$ cat config.mk
export PLATFORM = sky130hd
export DESIGN_NAME = ppm_port_mux
export DESIGN_NICKNAME = d
export VERILOG_FILES = /design/src/rtl/ppm_pkg.sv /design/src/rtl/ppm_port_mux.sv
export SDC_FILE = /design/constraint.sdc
export NUM_CORES = 1
export LEC_CHECK = 0
export ABC_AREA = 1
export BUFFER_PORTS_ARGS = -buffer_cell sky130_fd_sc_hd__clkbuf_2
export CAP_MARGIN = 0
export CORE_MARGIN = 5
export CORE_UTILIZATION = 45
export DETAILED_ROUTE_END_ITERATION = 8
export PLACE_DENSITY = 0.67
export SLEW_MARGIN = 10
export SYNTH_ARGS = -nofsm -noshare
export SYNTH_HDL_FRONTEND = slang
export SYNTH_SLANG_ARGS = --single-unit
$ cat constraint.sdc
create_clock -name aclk -period 2.7 [get_ports aclk]
set_input_delay 0.135 -clock aclk [delete_from_list [all_inputs] [get_ports aclk]]
set_output_delay 0.135 -clock aclk [all_outputs]
set_load 0.01 [all_outputs]
$ cat src/rtl/ppm_pkg.sv
/*
 * ppm_pkg: constants, register map and carriers of the pin mux.
 * Assumes a 32-bit AXI4-Lite bus and 8-bit ports.
 */
package ppm_pkg;
    // ------------------------------------------------------------------
    // port table, index order: p0 p1 p2 p4 p5 p6 p7 p8 p9 p10
    // ------------------------------------------------------------------
    localparam int NPORT = 10;
    localparam int PW    = 8;
    localparam logic [3:0] PI_P0 = 4'h0;
    localparam logic [3:0] PI_P1 = 4'h1;
    localparam logic [3:0] PI_P2 = 4'h2;
    localparam logic [3:0] PI_SEG0 = 4'h6;
    localparam logic [1:0] K_CMOS = 2'h0;
    localparam logic [1:0] K_IN   = 2'h1;
    localparam logic [1:0] K_NOD  = 2'h2;
    localparam logic [1:0] K_POD  = 2'h3;
    localparam logic [1:0] PORT_KIND [NPORT] = '{K_CMOS, K_IN, K_CMOS, K_CMOS, K_NOD,
                                                 K_NOD, K_POD, K_POD, K_POD, K_POD};
    localparam logic [7:0] PORT_MASK [NPORT] = '{8'h03, 8'hff, 8'h3f, 8'hff, 8'hff,
                                                 8'hff, 8'hff, 8'hff, 8'hff, 8'hff};
    localparam logic [7:0] DIR_MASK  [NPORT] = '{8'h03, 8'h00, 8'h3f, 8'hff, 8'hff,
                                                 8'hff, 8'hff, 8'hff, 8'hff, 8'h00};
    localparam logic [7:0] DIR_FORCE [NPORT] = '{8'h00, 8'h00, 8'h00, 8'h00, 8'h00,
                                                 8'h00, 8'h00, 8'h00, 8'h00, 8'hff};
    localparam logic [7:0] AUX_MASK  [NPORT] = '{8'h03, 8'h00, 8'h3f, 8'hff, 8'h00,
                                                 8'h00, 8'hff, 8'hff, 8'hff, 8'hff};
    // port2 bit roles
    localparam int B_SCK = 0;
    localparam int B_SO  = 1;
    localparam int B_SI  = 2;
    localparam int B_TI  = 3;
    localparam int B_TIO0 = 4;
    localparam int B_TIO1 = 5;
    // ------------------------------------------------------------------
    // register map: port table index n at n*0x10, words out/dir/aux/pin
    // ------------------------------------------------------------------
    localparam int AW = 8;
    localparam logic [1:0] R_OUT = 2'h0;
    localparam logic [1:0] R_DIR = 2'h1;
    localparam logic [1:0] R_AUX = 2'h2;
    localparam logic [1:0] R_PIN = 2'h3;
    localparam logic [7:0] A_EDGE = 8'ha0;
    localparam logic [7:0] A_STAT = 8'ha4;
    localparam logic [7:0] A_MASK = 8'ha8;
    localparam logic [7:0] A_ALT  = 8'hac;
    localparam int ALT_SIO = 0;
    localparam int ALT_TO0 = 1;
    localparam int ALT_TO1 = 2;
    localparam logic [1:0] RESP_OK  = 2'h0;
    localparam logic [1:0] RESP_ERR = 2'h2;
    localparam logic [7:0] RST_PORT = 8'h00;
    localparam logic [3:0] RST_EDGE = 4'h0;
    localparam logic [1:0] RST_IRQ  = 2'h0;
    localparam logic [2:0] RST_ALT  = 3'h0;
    localparam logic [15:0] RST_SEG = 16'h0000;
    // ------------------------------------------------------------------
    // carriers
    // ------------------------------------------------------------------
    typedef struct packed {
        logic [7:0] o;
        logic [7:0] oe;
        logic [7:0] pu;
    } ppm_pin_drv_s;
    typedef struct packed {
        logic       sck_out;
        logic       sck_drive;
        logic       sdo;
        logic [1:0] pwm_out;
    } ppm_periph_s;
endpackage : ppm_pkg

$ cat src/rtl/ppm_port_mux.sv
/*
 * ppm_port_mux: register file, pin drivers and alternate-function routing.
 * Assumes a pad ring that resolves pin levels from o, oe and pu.
 */
// Implementation choices: the AXI4-Lite register port and the register addresses.
`timescale 1ns/1ps
`default_nettype none
// Overview of operation
// - every I/O bit has own direction bit
// - pull-up only on input pins, ports 0/2/4
// - port 1 input only, feeds analog channels
// - external interrupts detect selected edge, request
// - external interrupts sampled from port 0 pins
// - port 2 bits 0-2 carry serial lines
// - port 2 bit 3 feeds remote timer
// - port 2 bits 4-5 PWM capture or output
// - segments 0-15 output only from display
// - ports 7-9 bitwise port or display output
// - ports 5/6 open drain, pull low only
// - shared pins reset as inputs, segments outputs
// - port 10 output only, display 40-47
module ppm_port_mux
(
    // clock and reset
    input  wire logic                  aclk,
    input  wire logic                  aresetn,
    // axi4-lite slave
    input  wire logic [ppm_pkg::AW-1:0] s_awaddr,
    input  wire logic                  s_awvalid,
    output logic                       s_awready,
    input  wire logic [31:0]           s_wdata,
    input  wire logic [3:0]            s_wstrb,
    input  wire logic                  s_wvalid,
    output logic                       s_wready,
    output logic [1:0]                 s_bresp,
    output logic                       s_bvalid,
    input  wire logic                  s_bready,
    input  wire logic [ppm_pkg::AW-1:0] s_araddr,
    input  wire logic                  s_arvalid,
    output logic                       s_arready,
    output logic [31:0]                s_rdata,
    output logic [1:0]                 s_rresp,
    output logic                       s_rvalid,
    input  wire logic                  s_rready,
    // port pins
    input  wire logic [7:0]            pin_in [ppm_pkg::NPORT],
    output ppm_pkg::ppm_pin_drv_s      pin_drv [ppm_pkg::NPORT],
    output logic [15:0]                dedicated_segment_outputs,
    // display controller and peripherals
    input  wire logic [15:0]           seg_ded_in,
    input  wire logic [7:0]            shared_segment_outputs [4],
    input  wire ppm_pkg::ppm_periph_s  periph,
    output logic                       sio_sck_in,
    output logic                       sio_sdi,
    output logic                       remote_timer_input,
    output logic [1:0]                 pwm_capture_in,
    output logic [7:0]                 analog_channel_inputs,
    output logic [1:0]                 ext_irq_req,
    output logic                       irq
);
    import ppm_pkg::*;

    logic [7:0]   out_r [NPORT], dir_r [NPORT], aux_r [NPORT], sy1_r [NPORT], sy2_r [NPORT];
    logic [1:0]   irq_prev_r, stat_r, mask_r, evt;
    logic [3:0]   edge_r;
    logic [2:0]   alt_r;
    logic [AW-1:0] awaddr_r;
    logic [7:0]   wdata_r;
    logic         aw_have_r, w_have_r, wlane_r, do_wr, wr_hit, rd_hit;
    ppm_pin_drv_s drv_nxt [NPORT];
    logic [31:0]  rd_nxt;
    // ------------------------------------------------------------------
    // axi write channels: address and data taken in either order
    // ------------------------------------------------------------------
    assign do_wr = aw_have_r && w_have_r && !s_bvalid;

    always_ff @(posedge aclk)
    begin
        if (!aresetn)
        begin
            aw_have_r <= 1'b0;
            w_have_r  <= 1'b0;
            awaddr_r  <= '0;
            wdata_r   <= 8'h00;
            wlane_r   <= 1'b0;
            s_bvalid  <= 1'b0;
            s_bresp   <= RESP_OK;
        end
        else
        begin
            if (s_awvalid && s_awready)
            begin
                aw_have_r <= 1'b1;
                awaddr_r  <= s_awaddr;
            end
            if (s_wvalid && s_wready)
            begin
                w_have_r <= 1'b1;
                wdata_r  <= s_wdata[7:0];
                wlane_r  <= s_wstrb[0];
            end
            if (do_wr)
            begin
                aw_have_r <= 1'b0;
                w_have_r  <= 1'b0;
                s_bvalid  <= 1'b1;
                s_bresp   <= wr_hit ? RESP_OK : RESP_ERR;
            end
            else if (s_bvalid && s_bready)
                s_bvalid <= 1'b0;
        end
    end

    // ready low while a word is held, so the master simply waits
    assign s_awready = !aw_have_r && aresetn;
    assign s_wready  = !w_have_r && aresetn;
    assign wr_hit    = (awaddr_r[7:4] < 4'(NPORT)) || (awaddr_r == A_EDGE) ||
                       (awaddr_r == A_STAT) || (awaddr_r == A_MASK) || (awaddr_r == A_ALT);

    // ------------------------------------------------------------------
    // port registers; only byte lane 0 carries data
    // ------------------------------------------------------------------
    always_ff @(posedge aclk)
    begin
        for (int i = 0; i < NPORT; i++)
        begin
            if (!aresetn)
            begin
                out_r[i] <= RST_PORT;
                dir_r[i] <= RST_PORT;
                aux_r[i] <= RST_PORT;
            end
            else if (do_wr && wlane_r && awaddr_r[7:4] == 4'(i))
            begin
                if (awaddr_r[3:2] == R_OUT)
                    out_r[i] <= wdata_r & PORT_MASK[i];
                else if (awaddr_r[3:2] == R_DIR)
                    dir_r[i] <= wdata_r & DIR_MASK[i];
                else if (awaddr_r[3:2] == R_AUX)
                    aux_r[i] <= wdata_r & AUX_MASK[i];
            end
        end
    end

    // control registers: edge select, mask, alternate-function select
    always_ff @(posedge aclk)
    begin
        if (!aresetn)
        begin
            edge_r <= RST_EDGE;
            mask_r <= RST_IRQ;
            alt_r  <= RST_ALT;
        end
        else if (do_wr && wlane_r)
        begin
            if (awaddr_r == A_EDGE)
                edge_r <= wdata_r[3:0];
            else if (awaddr_r == A_MASK)
                mask_r <= wdata_r[1:0];
            else if (awaddr_r == A_ALT)
                alt_r <= wdata_r[2:0];
        end
    end

    // ------------------------------------------------------------------
    // pin synchronisers and edge detection
    // ------------------------------------------------------------------
    always_ff @(posedge aclk)
        for (int i = 0; i < NPORT; i++)
        begin
            sy1_r[i] <= aresetn ? pin_in[i] & PORT_MASK[i] : 8'h00;
            sy2_r[i] <= aresetn ? sy1_r[i] : 8'h00;
        end
    // edge taken between second stage and its delayed copy, never stage one
    always_comb
        for (int k = 0; k < 2; k++)
            evt[k] = (edge_r[2*k] && sy2_r[PI_P0][k] && !irq_prev_r[k]) ||
                     (edge_r[2*k+1] && !sy2_r[PI_P0][k] && irq_prev_r[k]);
    // sticky status; a new edge wins over a write-one-to-clear
    always_ff @(posedge aclk)
    begin
        if (!aresetn)
        begin
            irq_prev_r  <= RST_IRQ;
            stat_r      <= RST_IRQ;
            ext_irq_req <= RST_IRQ;
            irq         <= 1'b0;
        end
        else
        begin
            irq_prev_r  <= sy2_r[PI_P0][1:0];
            ext_irq_req <= evt;
            if (do_wr && wlane_r && awaddr_r == A_STAT)
                stat_r <= (stat_r & ~wdata_r[1:0]) | evt;
            else
                stat_r <= stat_r | evt;
            irq <= |(stat_r & mask_r);
        end
    end

    // ------------------------------------------------------------------
    // pin drivers by port kind, then alternate-function overrides
    // ------------------------------------------------------------------
    always_comb
    begin
        logic [7:0] de;
        logic [7:0] val;
        de  = 8'h00;
        val = 8'h00;
        for (int i = 0; i < NPORT; i++)
        begin
            de = (dir_r[i] & DIR_MASK[i]) | DIR_FORCE[i];
            drv_nxt[i] = '0;
            case (PORT_KIND[i])
                K_CMOS:
                begin
                    drv_nxt[i].o  = out_r[i];
                    drv_nxt[i].oe = de;
                    drv_nxt[i].pu = aux_r[i] & ~de;
                end
                K_NOD: drv_nxt[i].oe = de & ~out_r[i];
                K_POD:
                begin
                    // segment select takes the bit away from the latch
                    val = (aux_r[i] & shared_segment_outputs[i-PI_SEG0]) |
                          (~aux_r[i] & out_r[i]);
                    drv_nxt[i].o  = 8'hff;
                    drv_nxt[i].oe = (aux_r[i] | de) & val;
                end
                default: drv_nxt[i] = '0;
            endcase
        end
        if (alt_r[ALT_SIO])
        begin
            drv_nxt[PI_P2].o[B_SCK]  = periph.sck_out;
            drv_nxt[PI_P2].oe[B_SCK] = periph.sck_drive;
            drv_nxt[PI_P2].o[B_SO]   = periph.sdo;
            drv_nxt[PI_P2].oe[B_SO]  = 1'b1;
        end
        if (alt_r[ALT_TO0])
        begin
            drv_nxt[PI_P2].o[B_TIO0]  = periph.pwm_out[0];
            drv_nxt[PI_P2].oe[B_TIO0] = 1'b1;
        end
        if (alt_r[ALT_TO1])
        begin
            drv_nxt[PI_P2].o[B_TIO1]  = periph.pwm_out[1];
            drv_nxt[PI_P2].oe[B_TIO1] = 1'b1;
        end
        for (int i = 0; i < NPORT; i++)
        begin
            drv_nxt[i].oe = drv_nxt[i].oe & PORT_MASK[i];
            drv_nxt[i].pu = drv_nxt[i].pu & ~drv_nxt[i].oe;
        end
    end

    // registered pad drive; dedicated segments always drive
    always_ff @(posedge aclk)
    begin
        for (int i = 0; i < NPORT; i++)
            pin_drv[i] <= aresetn ? drv_nxt[i] : '0;
        dedicated_segment_outputs <= aresetn ? seg_ded_in : RST_SEG;
    end

    // peripheral inputs from the synchronised pin levels
    always_ff @(posedge aclk)
    begin
        if (!aresetn)
        begin
            sio_sck_in            <= 1'b0;
            sio_sdi               <= 1'b0;
            remote_timer_input    <= 1'b0;
            pwm_capture_in        <= 2'h0;
            analog_channel_inputs <= 8'h00;
        end
        else
        begin
            sio_sck_in            <= sy2_r[PI_P2][B_SCK];
            sio_sdi               <= sy2_r[PI_P2][B_SI];
            remote_timer_input    <= sy2_r[PI_P2][B_TI];
            pwm_capture_in        <= sy2_r[PI_P2][B_TIO1:B_TIO0];
            analog_channel_inputs <= sy2_r[PI_P1];
        end
    end

    // ------------------------------------------------------------------
    // read channel: one-cycle answer, unmapped reads zero with error
    // ------------------------------------------------------------------
    always_comb
    begin
        logic [3:0] p;
        p      = s_araddr[7:4];
        rd_nxt = 32'h0000_0000;
        rd_hit = 1'b1;
        if (p < 4'(NPORT))
        begin
            if (s_araddr[3:2] == R_OUT)
                rd_nxt[7:0] = out_r[p];
            else if (s_araddr[3:2] == R_DIR)
                rd_nxt[7:0] = (dir_r[p] & DIR_MASK[p]) | DIR_FORCE[p];
            else if (s_araddr[3:2] == R_AUX)
                rd_nxt[7:0] = aux_r[p];
            else
                rd_nxt[7:0] = sy2_r[p];
        end
        else if (s_araddr == A_EDGE)
            rd_nxt[3:0] = edge_r;
        else if (s_araddr == A_STAT)
            rd_nxt[1:0] = stat_r;
        else if (s_araddr == A_MASK)
            rd_nxt[1:0] = mask_r;
        else if (s_araddr == A_ALT)
            rd_nxt[2:0] = alt_r;
        else
            rd_hit = 1'b0;
    end

    always_ff @(posedge aclk)
    begin
        if (!aresetn)
        begin
            s_rvalid <= 1'b0;
            s_rdata  <= 32'h0000_0000;
            s_rresp  <= RESP_OK;
        end
        else if (s_arvalid && s_arready)
        begin
            s_rvalid <= 1'b1;
            s_rdata  <= rd_nxt;
            s_rresp  <= rd_hit ? RESP_OK : RESP_ERR;
        end
        else if (s_rvalid && s_rready)
            s_rvalid <= 1'b0;
    end

    assign s_arready = !s_rvalid && aresetn;
endmodule : ppm_port_mux
`default_nettype wire

# ---- Word level (Yosys, flattened, before mapping)
# Memory sizes are Yosys's and may differ from the RTL's. A register that Yosys moved wholly into a read port is not among the register bits.
# Index checks and enable logic that the tools add are counted.
dict set report word_totals {
  regBits 162
  mem_bits_rw 400
  rom_bits 256
  input_bits 192
  out_inout_bits 313
  wordCells 379
  n_memories 7
}
dict set report classes {
  order_cmp 3
  eq_ne 21
  mux 181
  n_bitwise 77
  n_reduce_logical 58
}
# memory depth width read_ports rd_ports_with_merged_regs wr line_no
set mem_list {}
lappend mem_list {{(no name shown)} 16 8 1 0 0 ppm_port_mux.sv:300} ;# rd_nxt[7:0] = (dir_r[p] & DIR_MASK[p]) | DIR_FORCE[p];
lappend mem_list {{(no name shown)} 16 8 1 0 0 ppm_port_mux.sv:300}
lappend mem_list {aux_r 10 8 8 0 10 ppm_port_mux.sv:63} ;# logic [7:0] out_r [NPORT], dir_r [NPORT], aux_r [NPORT], sy1_r [NPORT], sy2_r [NPORT];
lappend mem_list {dir_r 10 8 9 0 10 ppm_port_mux.sv:63}
lappend mem_list {out_r 10 8 10 2 10 ppm_port_mux.sv:63}
lappend mem_list {sy1_r 10 8 10 0 10 ppm_port_mux.sv:63}
lappend mem_list {{+1 memories} - - - - - -}
# op count
set ops {}
lappend ops {{$mux W8} 55}
lappend ops {{$and A8 B8 Y8} 20}
lappend ops {{$mux W1} 113}
lappend ops {{$eq A8 B8 Y1 const B} 8}
lappend ops {{$or A8 B8 Y8} 8}
lappend ops {{$not A8 Y8} 7}
lappend ops {{$logic_and A1 B1 Y1} 30}
lappend ops {{$or A1 B1 Y1} 30}
lappend ops {{$eq A4 B3 Y1 const B} 4}
lappend ops {{$mux W2} 8}
lappend ops {{$not A6 Y8} 2}
lappend ops {{$logic_not A1 Y1} 12}
lappend ops {{$eq A4 B2 Y1 const B} 2}
lappend ops {{$eq A4 B4 Y1 const B} 2}
lappend ops {{$lt A4 B4 Y1 const B} 2}
lappend ops {{$mux W4} 2}
lappend ops {{$not A2 Y8} 1}
lappend ops {{$logic_or A1 B1 Y1} 6}
lappend ops {{$mux W3} 2}
lappend ops {{$mux W6} 1}
lappend ops {{$ge A5 B5 Y1 const B} 1}
lappend ops {{$not A4 Y5} 1}
lappend ops {{$and A2 B2 Y2} 2}
lappend ops {{$eq A2 B1 Y1 const B} 2}
lappend ops {{other kinds (12)} 19}

# ---- Logic depth before layout (Yosys ltp)
# Gate-level depths: netlist (run 1).
dict set report depth {
  depth_word 9
  depth_mapped 15
  depth_no_buf 13
}

# ---- Worst setup path before layout (run 1)
# OpenSTA, ideal clock, no wires.
dict set report synth_path {
  path_type {flip-flop to flip-flop}
  startpoint {register w_have_r}
  endpoint {memory out_r[3][0], enable pin}
  setup_time_ns 0.329
  arrival_ns 1.520
  required_time_ns 2.371
  setup_slack_ns 0.852
  stages_incl_launch_ff 9
  n_path_buf 0
  synth_period_minus_slack_ns 1.848
  cell_sequence {dfxtp_1 > inv_1 > nor2_1 > nand2_1 > nor2_2 > nand3_1 > nor2_1 > nand2_2 > nand2_1}
}
# item line_no
set synth_rtl {}
lappend synth_rtl {{from (decl)} ppm_port_mux.sv:69} ;# logic aw_have_r, w_have_r, wlane_r, do_wr, wr_hit, rd_hit;
lappend synth_rtl {{from (signal assigned)} ppm_port_mux.sv:82} ;# w_have_r <= 1'b0;
lappend synth_rtl {{from (signal assigned)} ppm_port_mux.sv:98} ;# w_have_r <= 1'b1;
lappend synth_rtl {{from (signal assigned)} ppm_port_mux.sv:105} ;# w_have_r <= 1'b0;
lappend synth_rtl {{to (decl)} ppm_port_mux.sv:63}

==> impl_metrics.env, run 1 <==
export IMPL_drtIter0Drc=1570
export IMPL_r2r_start="w_have_r"
export IMPL_yosysTopAreaCellShare_pct=32.30
export IMPL_wl_per_cell_um=18.88
export IMPL_regToRegSetupSlack_ns=0.28
export IMPL_numPortBuffers=331
export IMPL_hpwl_mm=45.42
export IMPL_avgSynthCellArea_um2=8.640
export IMPL_worst_pin_slew_ns=1.102
export IMPL_final_cell_mix="nand2_1 (573), clkbuf_2 (331), dfxtp_1 (317), nor2_1 (308), inv_1 (304)"
export IMPL_cts_path_max_buffers=3
export IMPL_grt_pass1_vias=16120
export IMPL_first_pass_iters=6
export IMPL_final_common_cell="nand2_1"
export IMPL_regArea_um2=11630
export IMPL_cp_max_fo=8
export IMPL_rr_endpoint="dir_r[8][7]"
export IMPL_cts_tree="done"
export IMPL_drt_wl_total_mm=63.96
export IMPL_end_kind="register"
export IMPL_maxCapViolCount=0
export IMPL_synth_edf_count=176
export IMPL_clk_pin_slew_ns=0.06
export IMPL_place_ws_ns=0.3824
export IMPL_period_share_pct=89.45
export IMPL_cts_buffers=51
export IMPL_area_growth_pct=25.93
export IMPL_synthCells=2274
export IMPL_fmax_mhz=414.0
export IMPL_outcome="completed"
export IMPL_crit_required_ns=2.97
export IMPL_start_util_pct=45.51
export IMPL_dp_cells=3139
export IMPL_ys_seq_elements=493
export IMPL_grt_pass1_wl_mm=93.52
export IMPL_use_met3_pct=6.153
export IMPL_slew_headroom_pct=26.14
export IMPL_yosysWarningCount=0
export IMPL_use_met1_pct=32.40
export IMPL_cts_resized=0
export IMPL_timing_hold_ws_ns=0.01289
export IMPL_ios=505
export IMPL_slew_violations=0
export IMPL_antenna_found_initial=0
export IMPL_vias=16330
export IMPL_dieArea_um2=47940
export IMPL_synthFlopType="dfxtp_1"
export IMPL_rsz0062_at_grt="false"
export IMPL_fin_skew_ns=0.02135
export IMPL_setup_violations_final=0
export IMPL_holdPathStages=2
export IMPL_vdd_ir_drop_max_mv=0.4585
export IMPL_cp_arrival_ns=2.68
export IMPL_whs_endpoint="pin_drv[22]"
export IMPL_drtAntennaViolNets=0
export IMPL_reg2reg_depth=8
export IMPL_track_usage_pct=25.77
export IMPL_fin_cells=3387
export IMPL_layout_drive_gt1_share_pct=18.04
export IMPL_fin_ws_ns=0.2848
export IMPL_clockRootBuffer="clkbuf_16"
export IMPL_fill_cells=3883
export IMPL_fin_nets=2950
export IMPL_clk_latency_ns=0.61
export IMPL_multi_input_area_um2=5738
export IMPL_yosys_top_cells_area="dfxtp_1 (32%), edfxtp_1 (27%), nand2_1 (11%)"
export IMPL_die_h_um=218.9
export IMPL_startpoint_type="register"
export IMPL_finalWeightedCongestion=0.9247
export IMPL_busiest_layer="met2"
export IMPL_cts_sinks=493
export IMPL_hp_class="in2reg"
export IMPL_vias_per_cell=4.820
export IMPL_cellPowerDensity_nw_per_um2=676.1
export IMPL_drcViolationCount=0
export IMPL_async_flop_share_pct=0
export IMPL_critical_path_class="reg2reg"
export IMPL_leakage_nw=12.24
export IMPL_final_area_um2=24740
export IMPL_period_minus_slack_ns=2.415
export IMPL_grt_max_degree=85
export IMPL_cts_htree_levels=2
export IMPL_syn_area_um2=19650
export IMPL_synthDistinctLibCells=39
export IMPL_die_w_um=218.9
export IMPL_synth_seq_area_share_pct=59.20
export IMPL_timing_setup_tns_ns=0
export IMPL_placed_area_um2=21500
export IMPL_hold_viol=0
export IMPL_final_core_util_pct=57.31
export IMPL_total_power_mw=16.73
export IMPL_coreArea_um2=43170
export IMPL_rows=76
export IMPL_grt_use_met2_pct=43.58
export IMPL_synth_top_cell_by_area="dfxtp_1"
export IMPL_min_from="aresetn"
export IMPL_overflow=0
==> metal layers <==
metal  part of all wire, %  wire [µm]  vias up
li1                      -          -     7763
met1                    39      24960     7663
met2                    48      30950      793
met3                   9.2       5888      107
met4                   3.4       2160        0
met5                     0          0        -
==> cell usage after synthesis (17+ instances only) <==
cell type  count
buf_4        173
a21oi_1       73
o21ai_0       69
buf_2         17
a211oi_1      24
dfxtp_1      317
clkbuf_1      54
nor2_1       308
nand3_1       67
inv_1        304
edfxtp_1     176
nand2_1      573
nand4_1       19
==> cell type report <==
cell class / count / share of cell area (%)
Sequential cell: 493 / 47.01
Antenna cell: 2 / 0.02023
Clock inverter: 21 / 0.7737
Tap cell: 585 / 2.958
Timing Repair Buffer: 551 / 15.19
Multi-Input combinational cell: 1353 / 23.19
Inverter: 308 / 4.673
Clock buffer: 74 / 6.185
==> critical path: stages (launching register included) <==
cell and delay (ns):
dfxtp_1 0.38, inv_1 0.07, nor2_1 0.09, nand2_1 0.14
nor2_2 0.29, nand2_1 0.16, nor2_1 0.45, nand2_1 0.19
nand2_1 0.31
==> kinds of logic after synthesis <==
| group | synth area share [%] |
|---|---|
| compound gates | 6.197 |
| buf+inv | 14.21 |
| flops | 59.20 |
| mux | 0.05095 |
| other cells | 0.01909 |
| simple gates | 20.32 |
==> flip-flops by register name, indices dropped and copies added, names as in the netlist, 2 cells and up <==
register,cells
dedicated_segment_outputs,16
alt_r,3
ext_irq_req,2
out_r,72
aux_r,48
pwm_capture_in,2
wdata_r,8
sy1_r,72
analog_channel_inputs,8
sy2_r,72
stat_r,2
mask_r,2
pin_drv,97
edge_r,4
irq_prev_r,2
s_rdata,8
awaddr_r,8
dir_r,56
==> where the power goes <==
group          internal [mW]  switching [mW]
logic                  0.546           0.974
clock network           4.08            3.00
registers               7.97           0.159
==> how the worst max path moves through the flow <==
stage | start | end | slack [ns] | cells after the start
6_report | w_have_r | dir_r[8][7] | 0.28 | 8
5_1_grt | w_have_r | out_r[7][6] | 0.10 | 8
4_1_cts | w_have_r | dir_r[8][6] | 0.38 | 8
3_5_place_dp | w_have_r | dir_r[8][2] | 0.38 | 8
3_3_place_gp | w_have_r | out_r[3][0] | 0.44 | 8
2_1_floorplan | w_have_r | out_r[3][0] | 0.85 | 8
==> repair_timing <==
item	CTS	global route
buffers inserted	0	0
hold endpoints to repair	147	0
setup endpoints to repair	0	0
hold buffers	151	0
No activity file was read; power rests on OpenSTA's default activity.
==> inputs of run 2 (changes only) <==
- CELL_PAD_IN_SITES_DETAIL_PLACEMENT: unset -> 0
- CELL_PAD_IN_SITES_GLOBAL_PLACEMENT: unset -> 2
- CORE_MARGIN: 5 -> unset
- CORE_UTILIZATION: 45 -> 31
- PLACE_DENSITY: 0.67 -> 0.77
==> impl_metrics.env, run 2 (synthesized netlist as in run 1, its figures left out) <==
export IMPL_outcome="completed"
export IMPL_hold_viol=0
export IMPL_grt_pass1_wl_mm=98.73
export IMPL_fin_cells=3668
export IMPL_whs_endpoint="s_rdata[1]"
export IMPL_largest_reg_flops=97
export IMPL_overflow=0
export IMPL_regToRegSetupSlack_ns=0.34
export IMPL_final_common_cell="nand2_1"
export IMPL_hp_class="in2reg"
export IMPL_leakage_nw=12.48
export IMPL_cp_common_cell="nand2_1"
export IMPL_antenna_found_initial=2
export IMPL_grt_max_degree=122
export IMPL_rsz0062_at_grt="false"
export IMPL_cts_sinks=493
export IMPL_dp_cells=3403
export IMPL_largest_register="pin_drv"
export IMPL_startpoint_type="register"
export IMPL_clk_pin_slew_ns=0.06
export IMPL_ios=505
export IMPL_drt_wl_total_mm=68.66
export IMPL_grt_pass1_vias=15880
export IMPL_worst_pin_slew_ns=1.102
export IMPL_maxCapViolCount=0
export IMPL_die_w_um=253.7
export IMPL_rows=91
export IMPL_min_from="s_araddr[3]"
export IMPL_regArea_um2=11630
export IMPL_cellPowerDensity_nw_per_um2=694.8
export IMPL_fmax_mhz=424.0
export IMPL_finalWeightedCongestion=0.9065
export IMPL_die_h_um=253.7
export IMPL_final_cell_mix="nand2_1 (572), clkbuf_2 (330), dfxtp_1 (317), nor2_1 (308), inv_1 (304)"
export IMPL_vias_per_cell=4.440
export IMPL_final_core_util_pct=41.01
export IMPL_crit_buf_inv=1
export IMPL_cts_path_max_buffers=3
export IMPL_slew_violations=0
export IMPL_clockRootBuffer="clkbuf_16"
export IMPL_crit_path_max_incr_delay_ns=0.37
export IMPL_wl_per_cell_um=18.72
export IMPL_holdPathStages=5
export IMPL_dieArea_um2=64390
export IMPL_r2r_start="w_have_r"
export IMPL_reg2reg_depth=8
export IMPL_area_growth_pct=29.76
export IMPL_coreArea_um2=62170
export IMPL_slew_headroom_pct=26.11
export IMPL_vias=16290
export IMPL_cpMaxStageDelayCell="dfxtp_1"
export IMPL_cts_htree_levels=2
export IMPL_multi_input_area_um2=5741
export IMPL_period_share_pct=87.35
export IMPL_first_pass_iters=5
export IMPL_rr_endpoint="out_r[7][1]"
export IMPL_setup_violations_final=0
export IMPL_fill_cells=6380
export IMPL_drcViolationCount=0
export IMPL_vdd_ir_drop_max_mv=0.5181
export IMPL_critical_path_class="reg2reg"
export IMPL_clk_latency_ns=0.62
export IMPL_cp_max_fo=9
export IMPL_drtAntennaViolNets=0
export IMPL_numPortBuffers=331
export IMPL_fin_skew_ns=0.02727
export IMPL_cp_top_family="simple AND/OR/NAND/NOR gates"
export IMPL_fin_nets=2976
export IMPL_cts_resized=0
export IMPL_drtIter0Drc=1243
export IMPL_period_minus_slack_ns=2.359
export IMPL_end_kind="register"
export IMPL_crit_start="w_have_r"
export IMPL_cts_buffers=55
export IMPL_timing_setup_tns_ns=0
export IMPL_hpwl_mm=50.42
export IMPL_track_usage_pct=20.97
export IMPL_crit_required_ns=2.97
export IMPL_cp_arrival_ns=2.63
export IMPL_path_cells="inv_1, nor2_1, nand2_1, nor2_2, nand3_1, nor2_1, nand2_1, nand2_1"
export IMPL_start_util_pct=31.60
export IMPL_layout_drive_gt1_share_pct=18.80
export IMPL_cts_tree="done"
-- run 2: metrics by stage --
| stage | total power, mW | hold slack, ns | cell area (µm²) | worst slack, ns |
|---|---|---|---|---|
| 2_1_floorplan | 9.129 | 0.1627 | 20160 | 0.8516 |
| 3_3_place_gp | 9.666 | 0.3183 | 21910 | 0.4797 |
| 3_5_place_dp | 9.669 | 0.3199 | 21910 | 0.4075 |
| 4_1_cts | 17.92 | 0.01711 | 25490 | 0.3699 |
| 5_1_grt | 18.37 | 0.06431 | 25490 | 0.1464 |
| 6_report | 17.71 | 0.03579 | 25490 | 0.3414 |
-- run 2: worst register-to-register path: cells and delay by family (launching register included) --
| family | cells | cell delay (ns) |
|---|---|---|
| buffers and inverters | 1 | 0.07 |
| and+or+nand+nor | 7 | 1.57 |
| DFF | 1 | 0.37 |
-- run 2: report_power, final --
part	internal (mW)	switching [mW]	total [mW]	leakage [nW]
Sequential	7.97	0.172	8.15	4.43
Clock	4.80	3.22	8.02	0.972
Combinational	0.566	0.984	1.55	7.07
-- run 2: routing by layer --
layer	vias up	routed length (µm)	GRT usage [%]	part of all wire, %
met5	-	25	0	0.036
met4	4	1987	6.885	2.9
met3	109	4343	3.585	6.3
met2	578	32910	35.32	48
met1	7785	29390	27.18	43
li1	7811	-	-	-
-- run 2: timing repair --
action,in CTS,in global routing
hold buffers,161,0
hold endpoints to repair,160,0
setup buffers,0,0
-- run 2: worst max path at each step --
stage                   to  slack (ns)  depth (start not counted)
4_1_cts        out_r[7][2]        0.37                          8
6_report       out_r[7][1]        0.34                          8
3_5_place_dp   out_r[7][3]        0.41                          8
2_1_floorplan  out_r[3][0]        0.85                          8
5_1_grt        out_r[7][1]        0.15                          8
3_3_place_gp   out_r[3][2]        0.48                          8
-- run 2: area by class of cell --
type	instances	area share, %
inverters	308	4.535
multi-input cells	1353	22.52
repair buffers	573	15.48
clock buffers	76	6.665
well taps	837	4.108
clock inverters	27	1.055
diodes	1	0.009816
flip-flops and latches	493	45.62
